$ cat src/cpd_pkg.sv
// Purpose: Shared constants and types of the decoder and sequencer.
// Assumes: 8-bit data, 16-bit address, one clock.
// Notes:   Per-opcode cycle and byte figures live in the decoder case table; entry and extra cycles live here.
package cpd_pkg;

   ////////////////////////////////////////////////////////////////////////////
   // Vector locations and stack page.
   localparam logic [15:0] VEC_NMI   = 16'hFFFA;
   localparam logic [15:0] VEC_RESET = 16'hFFFC;
   localparam logic [15:0] VEC_IRQ   = 16'hFFFE;
   localparam logic [7:0]  STACK_PAGE = 8'h01;
   localparam logic [7:0]  ZERO_PAGE  = 8'h00;

   ////////////////////////////////////////////////////////////////////////////
   // Reset values.
   localparam logic [7:0]  RESET_A  = 8'h00;
   localparam logic [7:0]  RESET_X  = 8'h00;
   localparam logic [7:0]  RESET_SP = 8'hFF;
   localparam logic [7:0]  RESET_P  = 8'h34;
   localparam logic [15:0] RESET_PC = 16'h0000;

   ////////////////////////////////////////////////////////////////////////////
   // Status register bit positions.
   localparam int P_N = 7;
   localparam int P_V = 6;
   localparam int P_U = 5;
   localparam int P_B = 4;
   localparam int P_D = 3;
   localparam int P_I = 2;
   localparam int P_Z = 1;
   localparam int P_C = 0;

   ////////////////////////////////////////////////////////////////////////////
   // Timing steps within an instruction; step 0 is the opcode fetch.
   localparam logic [2:0] STEP_1        = 3'h1;
   localparam logic [2:0] STEP_2        = 3'h2;
   localparam logic [2:0] STEP_3        = 3'h3;
   localparam logic [2:0] STEP_4        = 3'h4;
   localparam logic [2:0] STEP_VEC_LO   = 3'h5;
   localparam logic [2:0] STEP_VEC_HI   = 3'h6;
   localparam logic [2:0] ENTRY_CYCLES  = 3'h7;
   localparam logic [2:0] EXTRA_PAGE    = 3'h1;
   localparam logic [2:0] EXTRA_BRANCH  = 3'h1;
   localparam logic [2:0] RMW_READ_BACK = 3'h3;

   ////////////////////////////////////////////////////////////////////////////
   // Enumerations.
   typedef enum logic [4:0] {
      OP_NOP, OP_ADC, OP_SBC, OP_TSB, OP_TRB, OP_JSR, OP_PHP, OP_PLP, OP_TXS,
      OP_TSX, OP_BIT, OP_CPX, OP_BNE, OP_DEX, OP_STZ, OP_LDA, OP_BRK
   } cpd_op_t;

   typedef enum logic [3:0] {
      AM_IMP, AM_IMM, AM_ZP, AM_ZPX, AM_ABS, AM_ABSX, AM_ZPI, AM_REL, AM_STK
   } cpd_mode_t;

   typedef enum logic [1:0] {
      INT_NONE, INT_IRQ, INT_NMI, INT_RESET
   } cpd_kind_t;

   typedef enum logic {
      ST_FETCH = 1'b0,
      ST_EXEC  = 1'b1
   } cpd_state_t;

   typedef struct packed {
      cpd_op_t   op;
      cpd_mode_t mode;
      logic [2:0] cycles;
      logic [1:0] bytes;
   } cpd_decode_t;

endpackage

$ cat src/cpd_decode.sv
// Purpose: Maps an opcode byte to operation, addressing mode, base cycles and length.
// Assumes: Pure combinational; the caller samples it on the fetch cycle.
// Notes:   Every byte not listed decodes as a one-byte, two-cycle no-operation.
`timescale 1ns/10ps
module cpd_decode
   import cpd_pkg::*;
(
   input  wire logic [7:0] opcode_in,
   output cpd_op_t         op_out,
   output cpd_mode_t       mode_out,
   output logic [2:0]      cycles_out,
   output logic [1:0]      bytes_out
);

   function automatic cpd_decode_t decode(input logic [7:0] opc);
      case (opc)
         8'h00: decode = '{OP_BRK, AM_STK,  3'h7, 2'h2};
         8'h69: decode = '{OP_ADC, AM_IMM,  3'h2, 2'h2};
         8'h65: decode = '{OP_ADC, AM_ZP,   3'h3, 2'h2};
         8'h75: decode = '{OP_ADC, AM_ZPX,  3'h4, 2'h2};
         8'h6D: decode = '{OP_ADC, AM_ABS,  3'h4, 2'h3};
         8'h7D: decode = '{OP_ADC, AM_ABSX, 3'h4, 2'h3};
         8'h72: decode = '{OP_ADC, AM_ZPI,  3'h5, 2'h2};
         8'hE9: decode = '{OP_SBC, AM_IMM,  3'h2, 2'h2};
         8'hE5: decode = '{OP_SBC, AM_ZP,   3'h3, 2'h2};
         8'hF5: decode = '{OP_SBC, AM_ZPX,  3'h4, 2'h2};
         8'hED: decode = '{OP_SBC, AM_ABS,  3'h4, 2'h3};
         8'hFD: decode = '{OP_SBC, AM_ABSX, 3'h4, 2'h3};
         8'hF2: decode = '{OP_SBC, AM_ZPI,  3'h5, 2'h2};
         8'h04: decode = '{OP_TSB, AM_ZP,   3'h5, 2'h2};
         8'h0C: decode = '{OP_TSB, AM_ABS,  3'h6, 2'h3};
         8'h14: decode = '{OP_TRB, AM_ZP,   3'h5, 2'h2};
         8'h1C: decode = '{OP_TRB, AM_ABS,  3'h6, 2'h3};
         8'h20: decode = '{OP_JSR, AM_ABS,  3'h6, 2'h3};
         8'h08: decode = '{OP_PHP, AM_STK,  3'h3, 2'h1};
         8'h28: decode = '{OP_PLP, AM_STK,  3'h4, 2'h1};
         8'h9A: decode = '{OP_TXS, AM_IMP,  3'h2, 2'h1};
         8'hBA: decode = '{OP_TSX, AM_IMP,  3'h2, 2'h1};
         8'h89: decode = '{OP_BIT, AM_IMM,  3'h2, 2'h2};
         8'h24: decode = '{OP_BIT, AM_ZP,   3'h3, 2'h2};
         8'h34: decode = '{OP_BIT, AM_ZPX,  3'h4, 2'h2};
         8'h2C: decode = '{OP_BIT, AM_ABS,  3'h4, 2'h3};
         8'h3C: decode = '{OP_BIT, AM_ABSX, 3'h4, 2'h3};
         8'hE0: decode = '{OP_CPX, AM_IMM,  3'h2, 2'h2};
         8'hE4: decode = '{OP_CPX, AM_ZP,   3'h3, 2'h2};
         8'hEC: decode = '{OP_CPX, AM_ABS,  3'h4, 2'h3};
         8'hD0: decode = '{OP_BNE, AM_REL,  3'h2, 2'h2};
         8'hCA: decode = '{OP_DEX, AM_IMP,  3'h2, 2'h1};
         8'h64: decode = '{OP_STZ, AM_ZP,   3'h3, 2'h2};
         8'h74: decode = '{OP_STZ, AM_ZPX,  3'h4, 2'h2};
         8'h9C: decode = '{OP_STZ, AM_ABS,  3'h4, 2'h3};
         8'h9E: decode = '{OP_STZ, AM_ABSX, 3'h5, 2'h3};
         8'hA9: decode = '{OP_LDA, AM_IMM,  3'h2, 2'h2};
         8'hA5: decode = '{OP_LDA, AM_ZP,   3'h3, 2'h2};
         8'hB5: decode = '{OP_LDA, AM_ZPX,  3'h4, 2'h2};
         8'hAD: decode = '{OP_LDA, AM_ABS,  3'h4, 2'h3};
         8'hBD: decode = '{OP_LDA, AM_ABSX, 3'h4, 2'h3};
         8'hB2: decode = '{OP_LDA, AM_ZPI,  3'h5, 2'h2};
         default: decode = '{OP_NOP, AM_IMP, 3'h2, 2'h1};
      endcase
   endfunction

   wire cpd_decode_t dec_w = decode(opcode_in);

   assign op_out     = dec_w.op;
   assign mode_out   = dec_w.mode;
   assign cycles_out = dec_w.cycles;
   assign bytes_out  = dec_w.bytes;

endmodule

$ cat src/cpd_core.sv
// Purpose: Instruction sequencer with vector fetch, interrupt entry and a small execute unit.
// Assumes: Combinational-read memory; data_in is sampled at the end of each bus cycle.
// Notes:   One bus cycle per clock; binary arithmetic only, decimal mode is not applied.
//
// Overview of operation
// RULE_01: Vectors come from FFFE, FFFC and FFFA.
// RULE_02: Vector pull indicator low only during vector reads.
// RULE_03: Interrupt entry clears decimal, sets interrupt mask.
// RULE_04: Add adds operand and carry into accumulator.
// RULE_05: Subtract takes operand and borrow from accumulator.
// RULE_06: Test-set writes memory OR accumulator back.
// RULE_07: Test-clear writes memory AND NOT accumulator back.
// RULE_08: Call pushes return address, jumps to target.
// RULE_09: Push flags writes status, decrements stack pointer.
// RULE_10: Pull flags increments stack pointer, loads status.
// RULE_11: X copied into stack pointer.
// RULE_12: Stack pointer copied into X.
// RULE_13: Bit test compares memory with accumulator, no store.
// RULE_14: Compare X sets flags from X minus operand.
// RULE_15: Branch adds signed offset when zero clear.
// RULE_16: Decrement X subtracts one from X.
// RULE_17: Store zero writes zero to effective address.
// RULE_18: Load accumulator from operand in several modes.
// RULE_19: Extra cycle for page cross and taken branch.
// RULE_20: Unassigned opcodes act as no-operation.
`timescale 1ns/10ps
module cpd_core
   import cpd_pkg::*;
(
   input  wire logic        clk_in,
   input  wire logic        reset_in,
   input  wire logic [7:0]  data_in,
   input  wire logic        maskable_interrupt_request_n_in,
   input  wire logic        nonmaskable_interrupt_n_in,
   output logic [15:0]      addr_out,
   output logic [7:0]       data_out,
   output logic             write_out,
   output logic             vector_pull_indicator_n_out,
   output logic             opcode_fetch_out,
   output logic [7:0]       acc_out,
   output logic [7:0]       x_out,
   output logic [7:0]       sp_out,
   output logic [7:0]       status_out,
   output logic [2:0]       cycles_out,
   output logic [1:0]       bytes_out
);

   cpd_state_t  state_q;
   cpd_op_t     op_q;
   cpd_mode_t   mode_q;
   cpd_kind_t   kind_q;
   logic [2:0]  t_q;
   logic [2:0]  tot_q;
   logic [1:0]  len_q;
   logic [15:0] pc_q;
   logic [7:0]  sp_q;
   logic [7:0]  a_q;
   logic [7:0]  x_q;
   logic [7:0]  p_q;
   logic [7:0]  lo_q;
   logic [7:0]  hi_q;
   logic [7:0]  tmp_q;
   logic [1:0]  pin_s1_q;
   logic [1:0]  pin_s2_q;
   logic [1:0]  pin_s3_q;
   logic [1:0]  pin_q;
   logic        nmi_pend_q;

   cpd_op_t     dec_op;
   cpd_mode_t   dec_mode;
   logic [2:0]  dec_cycles;
   logic [1:0]  dec_bytes;

   cpd_decode u_decode (
      .opcode_in  (data_in),
      .op_out     (dec_op),
      .mode_out   (dec_mode),
      .cycles_out (dec_cycles),
      .bytes_out  (dec_bytes)
   );

   function automatic logic reads_operand(input cpd_op_t op);
      reads_operand = (op == OP_ADC) || (op == OP_SBC) || (op == OP_BIT) ||
                      (op == OP_LDA) || (op == OP_CPX);
   endfunction

   ////////////////////////////////////////////////////////////////////////////
   // Interrupt pins: four flops; stages two and three must agree.
   wire nmi_fall   = pin_q[1] && !pin_s2_q[1] && !pin_s3_q[1];
   wire irq_active = !pin_q[0] && !p_q[P_I];
   wire take_int   = nmi_pend_q || irq_active;
   wire fetching   = (state_q == ST_FETCH);
   wire in_exec    = (state_q == ST_EXEC);

   always_ff @(posedge clk_in) begin
      if (reset_in) begin
         pin_s1_q <= 2'h3;
         pin_s2_q <= 2'h3;
         pin_s3_q <= 2'h3;
         pin_q    <= 2'h3;
      end else begin
         pin_s1_q <= {nonmaskable_interrupt_n_in, maskable_interrupt_request_n_in};
         pin_s2_q <= pin_s1_q;
         pin_s3_q <= pin_s2_q;
         for (int i = 0; i < 2; i++) begin
            if (pin_s2_q[i] == pin_s3_q[i]) begin
               pin_q[i] <= pin_s3_q[i];
            end
         end
      end
   end

   // A falling edge seen in the cycle the pending flag is consumed is kept.
   always_ff @(posedge clk_in) begin
      if (reset_in) begin
         nmi_pend_q <= 1'b0;
      end else if (nmi_fall) begin
         nmi_pend_q <= 1'b1;
      end else if (fetching && nmi_pend_q) begin
         nmi_pend_q <= 1'b0;
      end
   end

   ////////////////////////////////////////////////////////////////////////////
   // Step control and effective address.
   wire        is_rmw     = (op_q == OP_TSB) || (op_q == OP_TRB);
   wire        is_data    = (mode_q == AM_ZP) || (mode_q == AM_ZPX) || (mode_q == AM_ABS) ||
                            (mode_q == AM_ABSX) || (mode_q == AM_ZPI);
   wire [8:0]  lo_plus_x  = {1'b0, data_in} + {1'b0, x_q};
   wire        page_cross = (t_q == STEP_1) && (mode_q == AM_ABSX) && reads_operand(op_q) &&
                            lo_plus_x[8];
   wire        br_taken   = (t_q == STEP_1) && (op_q == OP_BNE) && !p_q[P_Z];
   wire        extend     = page_cross || br_taken;
   wire        last       = in_exec && (t_q == tot_q - STEP_1) && !extend;
   wire        rmw_read   = is_rmw && (t_q == tot_q - RMW_READ_BACK);
   wire        mem_step   = in_exec && is_data && op_q != OP_JSR && (last || rmw_read);
   wire        hw_entry   = (op_q == OP_BRK) && (kind_q != INT_NONE);
   wire [7:0]  zp_idx     = lo_q + x_q;
   wire [7:0]  zp_next    = lo_q + 8'h01;
   wire [15:0] abs_idx    = {hi_q, lo_q} + {8'h00, x_q};
   wire [15:0] stack_addr = {STACK_PAGE, sp_q};
   wire [15:0] vec_base   = (kind_q == INT_NMI)   ? VEC_NMI :
                            (kind_q == INT_RESET) ? VEC_RESET : VEC_IRQ;   // see RULE_01
   wire [15:0] br_target  = pc_q + {{8{lo_q[7]}}, lo_q};                    // see RULE_15
   wire [7:0]  push_p     = p_q | (8'h01 << P_U) | ((kind_q == INT_NONE) ? (8'h01 << P_B) : 8'h00);

   logic [15:0] ea;
   always_comb begin
      case (mode_q)
         AM_ZP:   ea = {ZERO_PAGE, lo_q};
         AM_ZPX:  ea = {ZERO_PAGE, zp_idx};
         AM_ABS:  ea = {hi_q, lo_q};
         AM_ABSX: ea = abs_idx;
         AM_ZPI:  ea = {hi_q, tmp_q};
         default: ea = pc_q;
      endcase
   end

   ////////////////////////////////////////////////////////////////////////////
   // Arithmetic.
   wire [7:0] alu_b   = (op_q == OP_SBC) ? ~data_in : data_in;                // see RULE_05
   wire [8:0] sum9    = {1'b0, a_q} + {1'b0, alu_b} + {8'h00, p_q[P_C]};      // see RULE_04
   wire       ovf     = (a_q[7] == alu_b[7]) && (sum9[7] != a_q[7]);
   wire [8:0] cmp9    = {1'b0, x_q} + {1'b0, ~data_in} + 9'h001;              // see RULE_14
   wire [7:0] rmw_val = (op_q == OP_TSB) ? (tmp_q | a_q) : (tmp_q & ~a_q);    // see RULE_06 RULE_07
   wire [7:0] x_dec   = x_q - 8'h01;                                          // see RULE_16

   ////////////////////////////////////////////////////////////////////////////
   // Bus drive.
   always_comb begin
      addr_out = pc_q;
      data_out = 8'h00;
      write_out = 1'b0;
      vector_pull_indicator_n_out = 1'b1;
      if (in_exec) begin
         case (op_q)
            OP_BRK: begin
               if (t_q == STEP_2 || t_q == STEP_3 || t_q == STEP_4) begin
                  addr_out  = stack_addr;
                  write_out = (kind_q != INT_RESET);
                  data_out  = (t_q == STEP_2) ? pc_q[15:8] : (t_q == STEP_3) ? pc_q[7:0] : push_p;
               end else if (t_q == STEP_VEC_LO || t_q == STEP_VEC_HI) begin
                  addr_out = (t_q == STEP_VEC_LO) ? vec_base : vec_base + 16'h0001;   // see RULE_01
                  vector_pull_indicator_n_out = 1'b0;                                 // see RULE_02
               end
            end
            OP_JSR: begin
               if (t_q == STEP_3 || t_q == STEP_4) begin                             // see RULE_08
                  addr_out  = stack_addr;
                  write_out = 1'b1;
                  data_out  = (t_q == STEP_3) ? pc_q[15:8] : pc_q[7:0];
               end
            end
            OP_PHP: begin
               if (t_q == STEP_2) begin                                              // see RULE_09
                  addr_out  = stack_addr;
                  write_out = 1'b1;
                  data_out  = push_p;
               end
            end
            OP_PLP: begin
               if (t_q >= STEP_2) begin
                  addr_out = stack_addr;
               end
            end
            default: begin
               if (mode_q == AM_ZPI && t_q == STEP_2) begin
                  addr_out = {ZERO_PAGE, lo_q};
               end else if (mode_q == AM_ZPI && t_q == STEP_3) begin
                  addr_out = {ZERO_PAGE, zp_next};
               end else if (mem_step) begin
                  addr_out  = ea;
                  write_out = (op_q == OP_STZ) || (is_rmw && last);
                  data_out  = (op_q == OP_STZ) ? 8'h00 : rmw_val;                    // see RULE_17
               end
            end
         endcase
      end
   end

   ////////////////////////////////////////////////////////////////////////////
   // Sequencer.
   always_ff @(posedge clk_in) begin
      if (reset_in) begin
         state_q <= ST_EXEC;
         t_q     <= STEP_1;
         tot_q   <= ENTRY_CYCLES;
         op_q    <= OP_BRK;
         mode_q  <= AM_STK;
         len_q   <= 2'h1;
         kind_q  <= INT_RESET;
      end else if (fetching) begin
         state_q <= ST_EXEC;
         t_q     <= STEP_1;
         op_q    <= take_int ? OP_BRK : dec_op;                                     // see RULE_20
         mode_q  <= take_int ? AM_STK : dec_mode;
         tot_q   <= take_int ? ENTRY_CYCLES : dec_cycles;
         len_q   <= take_int ? 2'h1 : dec_bytes;
         kind_q  <= !take_int ? INT_NONE : nmi_pend_q ? INT_NMI : INT_IRQ;
      end else begin
         state_q <= last ? ST_FETCH : ST_EXEC;
         t_q     <= last ? 3'h0 : t_q + STEP_1;
         tot_q   <= tot_q + (page_cross ? EXTRA_PAGE : 3'h0) + (br_taken ? EXTRA_BRANCH : 3'h0);  // see RULE_19
      end
   end

   ////////////////////////////////////////////////////////////////////////////
   // Program counter, operand latches and stack pointer.
   always_ff @(posedge clk_in) begin
      if (reset_in) begin
         pc_q  <= RESET_PC;
         sp_q  <= RESET_SP;
         lo_q  <= 8'h00;
         hi_q  <= 8'h00;
         tmp_q <= 8'h00;
      end else if (fetching) begin
         pc_q <= take_int ? pc_q : pc_q + 16'h0001;
      end else begin
         if (t_q == STEP_1) begin
            lo_q <= data_in;
            if (len_q != 2'h1 && !hw_entry) begin
               pc_q <= pc_q + 16'h0001;
            end
         end
         if (t_q == STEP_2 && len_q == 2'h3) begin
            hi_q <= data_in;
            if (op_q != OP_JSR) begin
               pc_q <= pc_q + 16'h0001;
            end
         end
         if (mode_q == AM_ZPI && t_q == STEP_2) begin
            tmp_q <= data_in;
         end
         if (mode_q == AM_ZPI && t_q == STEP_3) begin
            hi_q <= data_in;
         end
         if (rmw_read) begin
            tmp_q <= data_in;
         end
         if (op_q == OP_BNE && t_q == STEP_2) begin
            pc_q <= br_target;                                                      // see RULE_15
         end
         if (op_q == OP_JSR && t_q == STEP_VEC_LO) begin
            pc_q <= {data_in, lo_q};                                                // see RULE_08
         end
         if (op_q == OP_BRK && t_q == STEP_VEC_LO) begin
            lo_q <= data_in;
         end
         if (op_q == OP_BRK && t_q == STEP_VEC_HI) begin
            pc_q <= {data_in, lo_q};                                                // see RULE_01
         end
         if ((op_q == OP_BRK && t_q >= STEP_2 && t_q <= STEP_4) ||
             (op_q == OP_JSR && (t_q == STEP_3 || t_q == STEP_4)) ||
             (op_q == OP_PHP && t_q == STEP_2)) begin
            sp_q <= sp_q - 8'h01;                                                   // see RULE_09
         end
         if (op_q == OP_PLP && t_q == STEP_2) begin
            sp_q <= sp_q + 8'h01;                                                   // see RULE_10
         end
         if (op_q == OP_TXS && last) begin
            sp_q <= x_q;                                                            // see RULE_11
         end
      end
   end

   ////////////////////////////////////////////////////////////////////////////
   // Accumulator, X and status.
   always_ff @(posedge clk_in) begin
      if (reset_in) begin
         a_q <= RESET_A;
         x_q <= RESET_X;
         p_q <= RESET_P;
      end else if (in_exec) begin
         if (op_q == OP_BRK && t_q == STEP_4) begin
            p_q[P_D] <= 1'b0;                                                       // see RULE_03
            p_q[P_I] <= 1'b1;
         end
         if (op_q == OP_PLP && t_q == STEP_3) begin
            p_q <= data_in | (8'h01 << P_U) | (8'h01 << P_B);                       // see RULE_10
         end
         if (rmw_read) begin
            p_q[P_Z] <= (data_in & a_q) == 8'h00;                                   // see RULE_06 RULE_07
         end
         if (last) begin
            case (op_q)
               OP_ADC, OP_SBC: begin                                                // see RULE_04 RULE_05
                  a_q      <= sum9[7:0];
                  p_q[P_C] <= sum9[8];
                  p_q[P_V] <= ovf;
                  p_q[P_N] <= sum9[7];
                  p_q[P_Z] <= sum9[7:0] == 8'h00;
               end
               OP_LDA: begin                                                        // see RULE_18
                  a_q      <= data_in;
                  p_q[P_N] <= data_in[7];
                  p_q[P_Z] <= data_in == 8'h00;
               end
               OP_BIT: begin                                                        // see RULE_13
                  p_q[P_Z] <= (data_in & a_q) == 8'h00;
                  if (mode_q != AM_IMM) begin
                     p_q[P_N] <= data_in[7];
                     p_q[P_V] <= data_in[6];
                  end
               end
               OP_CPX: begin                                                        // see RULE_14
                  p_q[P_C] <= cmp9[8];
                  p_q[P_N] <= cmp9[7];
                  p_q[P_Z] <= cmp9[7:0] == 8'h00;
               end
               OP_TSX: begin                                                        // see RULE_12
                  x_q      <= sp_q;
                  p_q[P_N] <= sp_q[7];
                  p_q[P_Z] <= sp_q == 8'h00;
               end
               OP_DEX: begin                                                        // see RULE_16
                  x_q      <= x_dec;
                  p_q[P_N] <= x_dec[7];
                  p_q[P_Z] <= x_dec == 8'h00;
               end
               default: begin
               end
            endcase
         end
      end
   end

   assign opcode_fetch_out = fetching;
   assign acc_out          = a_q;
   assign x_out            = x_q;
   assign sp_out           = sp_q;
   assign status_out       = p_q;
   assign cycles_out       = tot_q;
   assign bytes_out        = len_q;

endmodule

$ cat config.mk
export PLATFORM = sky130hd
export DESIGN_NAME = cpd_core
export DESIGN_NICKNAME = d
export VERILOG_FILES = /design/src/cpd_pkg.sv /design/src/cpd_decode.sv /design/src/cpd_core.sv
export SDC_FILE = /design/constraint.sdc
export NUM_CORES = 1
export LEC_CHECK = 0
export BUFFER_PORTS_ARGS = -buffer_cell sky130_fd_sc_hd__buf_2
export CAP_MARGIN = 10
export CELL_PAD_IN_SITES_DETAIL_PLACEMENT = 0
export CELL_PAD_IN_SITES_GLOBAL_PLACEMENT = 1
export CORE_MARGIN = 2
export CORE_UTILIZATION = 35
export DETAILED_ROUTE_END_ITERATION = 16
export MAX_ROUTING_LAYER = met4
export PLACE_DENSITY_LB_ADDON = 0.3
export SYNTH_ARGS = -nofsm -noshare
export SYNTH_HDL_FRONTEND = slang
export SYNTH_SLANG_ARGS = --single-unit
$ cat constraint.sdc
create_clock -name clk_in -period 4.2 [get_ports clk_in]
set_input_delay 0.84 -clock clk_in [delete_from_list [all_inputs] [get_ports clk_in]]
set_output_delay 0.84 -clock clk_in [all_outputs]
set_load 0.02 [all_outputs]
# ---- After elaboration in Yosys (flattened, before gate mapping)
# Cells that the tools add are included.
dict set report op_classes {
  add_sub_neg 19
  n_lt_le_gt_ge 2
  n_eq_ne 82
  muxes 85
  bitwise_logic 7
  n_reduce_logical 86
}
# op n
set op_table {}
lappend op_table {{$pmux 14 s42} 1}
lappend op_table {{$mux 16} 19}
lappend op_table {{$mux 8} 23}
lappend op_table {{$eq 8x8->1 const B} 22}
lappend op_table {{$pmux 16 s5} 1}
lappend op_table {{$eq 8x7->1 const B} 8}
lappend op_table {{$pmux 16 s4} 1}
lappend op_table {{$eq 8x6->1 const B} 6}
lappend op_table {{$logic_not 8->1} 6}
lappend op_table {{$eq 5x4->1 const B} 8}
lappend op_table {{$logic_and 1x1->1} 34}
lappend op_table {{$pmux 8 s2} 2}
lappend op_table {{$pmux 8 s4} 1}
lappend op_table {{$add 8x8->9} 3}
lappend op_table {{$eq 5x3->1 const B} 4}
lappend op_table {{$logic_or 1x1->1} 19}
lappend op_table {{$mux 1} 18}
lappend op_table {{$add 16x1->16 const B} 1}
lappend op_table {{$add 16x16->16} 1}
lappend op_table {{$add 16x8->16} 1}
lappend op_table {{$add 8x1->8 const B} 2}
lappend op_table {{$and 8x8->8} 2}
lappend op_table {{$eq 8x4->1 const B} 2}
lappend op_table {{$eq 8x5->1 const B} 2}
lappend op_table {{47 further kinds} 94}
dict set report word_totals {
  register_bits 99
  inputBits 12
  output_inout_bits 64
  elab_cells 304
}

# ---- Logic depth before layout (Yosys ltp)
dict set report depth {
  depth_word 17
  ltp_mapped 17
  ltp_nobuf 15
}

# ---- Cells and area by module
# A second synthesis with hierarchy kept.
dict set report hier_totals {
  hier_cells 1534
  hier_area_um2 10959.3
}
# mod n_inst cells_each area_each_um2 seq_area_each_um2
set by_module_without_submodules {}
lappend by_module_without_submodules {cpd_core 1 1356 9790.6 1981.9}
lappend by_module_without_submodules {cpd_decode 1 178 1168.6 0.0}

# ---- Worst setup path after synthesis
# No wires, ideal clock.
dict set report synth_timing {
  path_type {input port to output port}
  startpoint {in data_in[2]}
  endpoint {out addr_out[1]}
  t_arrival_ps 3544
  required_time_ps 3360
  slack_ps -184
  stages 11
  path_buffers 1
  cell_sequence {buf_2 > clkinv_1 > ha_1 > a221oi_1 > o211ai_1 > o21a_2 > o21ai_4 > a221oi_1 > a211oi_1 > a21oi_1 > o311ai_0}
}
dict set report synth_between {
  elab_chain_len 12
}
# element line_no
set synth_lines {}
lappend synth_lines {{from (decl)} cpd_core.sv:32} ;# input wire logic [7:0] data_in,
lappend synth_lines {{$add 8x8->9} cpd_core.sv:129} ;# wire [8:0] lo_plus_x = {1'b0, data_in} + {1'b0, x_q};
lappend synth_lines {{$logic_and 1x1->1} cpd_core.sv:130} ;# wire page_cross = (t_q == STEP_1) && (mode_q == AM_ABSX) && reads_operand(op_q) &&
lappend synth_lines {{$logic_or 1x1->1} cpd_core.sv:133} ;# wire extend = page_cross || br_taken;
lappend synth_lines {{$logic_not 1->1} cpd_core.sv:134} ;# wire last = in_exec && (t_q == tot_q - STEP_1) && !extend;
lappend synth_lines {{$logic_and 1x1->1} cpd_core.sv:134}
lappend synth_lines {{$logic_or 1x1->1} cpd_core.sv:136} ;# wire mem_step = in_exec && is_data && op_q != OP_JSR && (last || rmw_read);
lappend synth_lines {{$logic_and 1x1->1} cpd_core.sv:136}
lappend synth_lines {{$mux 16} cpd_core.sv:211} ;# end else if (mem_step) begin
lappend synth_lines {{$mux 16} cpd_core.sv:209} ;# end else if (mode_q == AM_ZPI && t_q == STEP_3) begin
lappend synth_lines {{$mux 16} cpd_core.sv:207} ;# if (mode_q == AM_ZPI && t_q == STEP_2) begin
lappend synth_lines {{$pmux 16 s4} cpd_core.sv:176} ;# case (op_q)
lappend synth_lines {{$mux 16} cpd_core.sv:175} ;# if (in_exec) begin
lappend synth_lines {{to (decl)} cpd_core.sv:35} ;# output logic [15:0] addr_out,
# Every way passes these cells.

# ---- Final worst setup path
dict set report layout_timing {
  startpoint {in data_in[7]}
  endpoint {out data_out[0]}
}
dict set report layout_between {
  elab_chain_len 12
}
# element line_no
set layout_lines {}
lappend layout_lines {{$add 8x8->9} cpd_core.sv:129}
lappend layout_lines {{$logic_and 1x1->1} cpd_core.sv:130}
lappend layout_lines {{$logic_or 1x1->1} cpd_core.sv:133}
lappend layout_lines {{$logic_not 1->1} cpd_core.sv:134}
lappend layout_lines {{$logic_and 1x1->1} cpd_core.sv:134}
lappend layout_lines {{$logic_or 1x1->1} cpd_core.sv:136}
lappend layout_lines {{$logic_and 1x1->1} cpd_core.sv:136}
lappend layout_lines {{$mux 8} cpd_core.sv:211}
lappend layout_lines {{$mux 8} cpd_core.sv:209}
lappend layout_lines {{$mux 8} cpd_core.sv:207}
lappend layout_lines {{$pmux 8 s4} cpd_core.sv:176}
lappend layout_lines {{$mux 8} cpd_core.sv:175}
lappend layout_lines {{to (decl)} cpd_core.sv:36} ;# output logic [7:0] data_out,
# Every way passes these cells.

==> impl_metrics.json <==
{
  "clk_pin_slew_worst_paths_ns": 0.07,
  "fmax_mhz": 241,
  "syn_area_per_cell_um2": 7.11,
  "nets": 1603,
  "required_ns": 3.36,
  "io_buffers": 73,
  "p_leak_nw": 4.95,
  "grt_max_degree": 63,
  "rsz0062_at_grt": "true",
  "ys_seq_area_frac": 0.195,
  "critPathArrivalTime_ns": 3.31,
  "clockBufferDepth": 2,
  "clkLatencyLatePin_ns": 0.36,
  "drv_slew": 0,
  "firstDrtPassIters": 5,
  "viasPerCell": 5.94,
  "cts_tree": "yes",
  "route.detailed.wl_per_inst_um": 22.6,
  "whs_path_depth": 1,
  "initial_core_util": 0.355,
  "coreArea_um2": 28700,
  "final_layout_size_suffix_gt1_frac": 0.167,
  "synth_area_um2": 10200,
  "ys_seq_elements": 99,
  "ant_nets": 0,
  "min-delay-path-class": "register to register",
  "synthSimpleGateAreaFrac": 0.258,
  "r2r_end": "status_out[1]",
  "synth_flop_cell": "dfxtp_1",
  "placed_cells": 1892,
  "worstReg2RegStart": "op_q[2]",
  "reg2regPathDepth": 14,
  "hold_viol": 0,
  "endpoint_kind": "output port",
  "die-area_um2": 30500,
  "synth_compound_area_frac": 0.284,
  "synth_edf_count": 0,
  "cts_hold_buffers": 0,
  "holdCritStartpoint": "pin_s1_q[0]",
  "grtUsageTotal": 0.287,
  "via_count": 11300,
  "outcome": "complete, no violations",
  "dieWidth_um": 175,
  "antenna_cells": 0,
  "drt_wl_total_um": 43100,
  "setup_viol": 0,
  "grt_pass1_wl_um": 65300,
  "path_max_fanout": 8,
  "routabilityCongestion": 1.01,
  "ios": 76,
  "synth-xor-area-share": 0.0688,
  "syn_inst": 1433,
  "die_y_um": 175,
  "antenna_found_initial": 0,
  "worst_slack_ns": 0.0503,
  "grt-ovfl-total": 0,
  "cts_sinks": 99,
  "cp-start-kind": "input port",
  "worstHoldEndpoint": "pin_s2_q[0]",
  "p_per_area_nw_per_um2": 248,
  "cts_root_buf": "clkbuf_16",
  "dp_hpwl_um": 32600,
  "instances_no_fill": 1910,
  "muxShareOfSynthArea": 0.0478,
  "ir_drop_v": 0.000169,
  "async_flop_share": 0,
  "yosys_warnings": 0,
  "path_class": "input port to output port",
  "maxCapViolations": 0,
  "synth_top_family_by_area": "compound AO/OA/AOI/OAI gates",
  "fillerInstances": 3079,
  "drc": 0,
  "cts_buffers": 9,
  "synth.distinct_cells": 81,
  "skew_ns": 0.00754,
  "place_area_um2": 11400,
  "htreeDepth": 3,
  "area_delta_synth_final_pct": 17.2,
  "rows": 62,
  "synth_fa_ha_area_frac": 0.0911,
  "worst_slew_pin_slew_ns": 1.11,
  "rrSetupSlack_ns": 0.44,
  "grt_pass1_vias": 10500,
  "period_minus_slack_ns": 4.15,
  "drt-initial-drc-count": 1131,
  "setup_tns_ns": 0,
  "dpl_worst_slack_ns": -0.170,
  "fin_crit_sh": 0.988,
  "final_cell_area_um2": 11900,
  "post-route-util": 0.416,
  "max_slew_margin": 0.259
}
[area by class of cell]
| class | instances | area (um2) | area share |
|---|---|---|---|
| inverter | 37 | 141 | 0.0118 |
| clock inverter | 5 | 82.6 | 0.00692 |
| tap | 384 | 480 | 0.0403 |
| multi-input combinational | 1201 | 7800 | 0.654 |
| clock buffer | 11 | 243 | 0.0203 |
| sequential | 99 | 1980 | 0.166 |
| timing repair buffer | 173 | 1200 | 0.101 |
[report_power, final]
group | leakage, nW | total (mW) | internal, mW | switching (mW)
registers | 0.803 | 1.05 | 0.974 | 0.0797
clock network | 0.161 | 0.960 | 0.544 | 0.417
logic | 3.99 | 0.943 | 0.360 | 0.582
[worst max-delay path, cell delays in order]
cell and delay [ns]:
buf_2 0.11, ha_1 0.23, nor3_4 0.23, a21bo_2 0.25
nand3_1 0.08, o21a_2 0.19, o21ai_4 0.07, buf_12 0.16
buf_12 0.13, nor3_4 0.25, o21ai_1 0.13, buf_4 0.19
o21a_1 0.20, nor2_1 0.10, buf_4 0.15
[state kept, by name, summed over array words and instances (netlist names)]
register / cells
pin_s1_q: 2
hi_q: 8
x_out: 8
tmp_q: 8
lo_q: 8
status_out: 6
kind_q: 2
cycles_out: 3
pin_q: 2
t_q: 3
op_q: 5
in_exec: 1
sp_out: 8
mode_q: 4
nmi_pend_q: 1
pc_q: 16
bytes_out: 2
pin_s2_q: 2
pin_s3_q: 2
acc_out: 8
[cell families (layout without fill, tap and decap cells)]
logic type / Yosys count / in the layout
AND/OR/NAND/NOR: 556 / 556
AO/OA/AOI/OAI: 445 / 445
buffers and inverters: 134 / 226
flip-flops: 99 / 99
XOR/XNOR: 80 / 80
adder cells (fa/ha/maj): 70 / 70
multiplexers: 48 / 48
other: 1 / 2
[routing by layer]
metal | global-route usage | share of wire | up-vias
met5 | - | 0 | -
met4 | 0.0819 | 0.023 | 0
met3 | 0.0309 | 0.058 | 55
met2 | 0.455 | 0.46 | 447
met1 | 0.387 | 0.46 | 5465
li1 | - | - | 5376
[synthesized netlist by cell type, drive strengths merged, types with 37 or more instances]
master | count | area [um2]
nor2 | 197 | 742
nand2 | 133 | 499
a21oi | 131 | 663
dfxtp | 99 | 1980
o21ai | 94 | 493
ha | 63 | 788
clkbuf | 62 | 233
mux2i | 43 | 430
nor3 | 41 | 210
xnor2 | 41 | 359
xor2 | 39 | 342
nand3 | 37 | 185
[timing repair]
action	CTS	global route
resized for setup	12	38
buffers inserted	0	1
pin swaps	6	16
setup endpoints to repair	15	24
cloned	1	0
[layout by cell type (no fill, tap or decap), types with 13 or more instances in the layout]
cell type,Yosys,layout
nand4_1,13,13
a21o_1,17,17
a22o_1,14,14
or3_1,16,14
o21ai_1,7,14
o21ai_0,85,77
inv_1,31,30
a22oi_1,19,19
buf_4,4,104
xor2_1,39,39
nor3_1,40,38
nand3_1,37,37
xnor2_1,41,41
o22ai_1,21,21
nor2b_1,14,14
dfxtp_1,99,97
or2_2,16,16
ha_1,63,60
a211oi_1,35,35
nand2_1,133,132
nor4_1,15,15
nor2_1,196,192
nand2b_1,21,20
buf_2,16,63
and3_1,15,15
a21oi_1,129,127
mux2i_1,43,43
[per-stage QoR]
stage                     total power [mW]  hold WS (ns)
after floorplan                       1.64         0.389
after CTS                             2.93         0.417
after detailed placement              1.97         0.398
after global placement                1.97         0.400
final                                 2.96         0.416
after global routing                  3.08         0.431
[worst max path at each step]
stage	start	to	slack, ns	cells past startpoint
floorplan	data_in[2]	addr_out[0]	0.05	12
global placement	data_in[7]	data_out[2]	-0.09	15
detailed placement	data_in[6]	data_out[1]	-0.17	15
CTS	data_in[1]	data_out[1]	0.008	16
global route	data_in[7]	data_out[0]	-0.01	15
finish	data_in[7]	data_out[0]	0.05	15
Note: power is estimated with default switching activity, not from simulation.
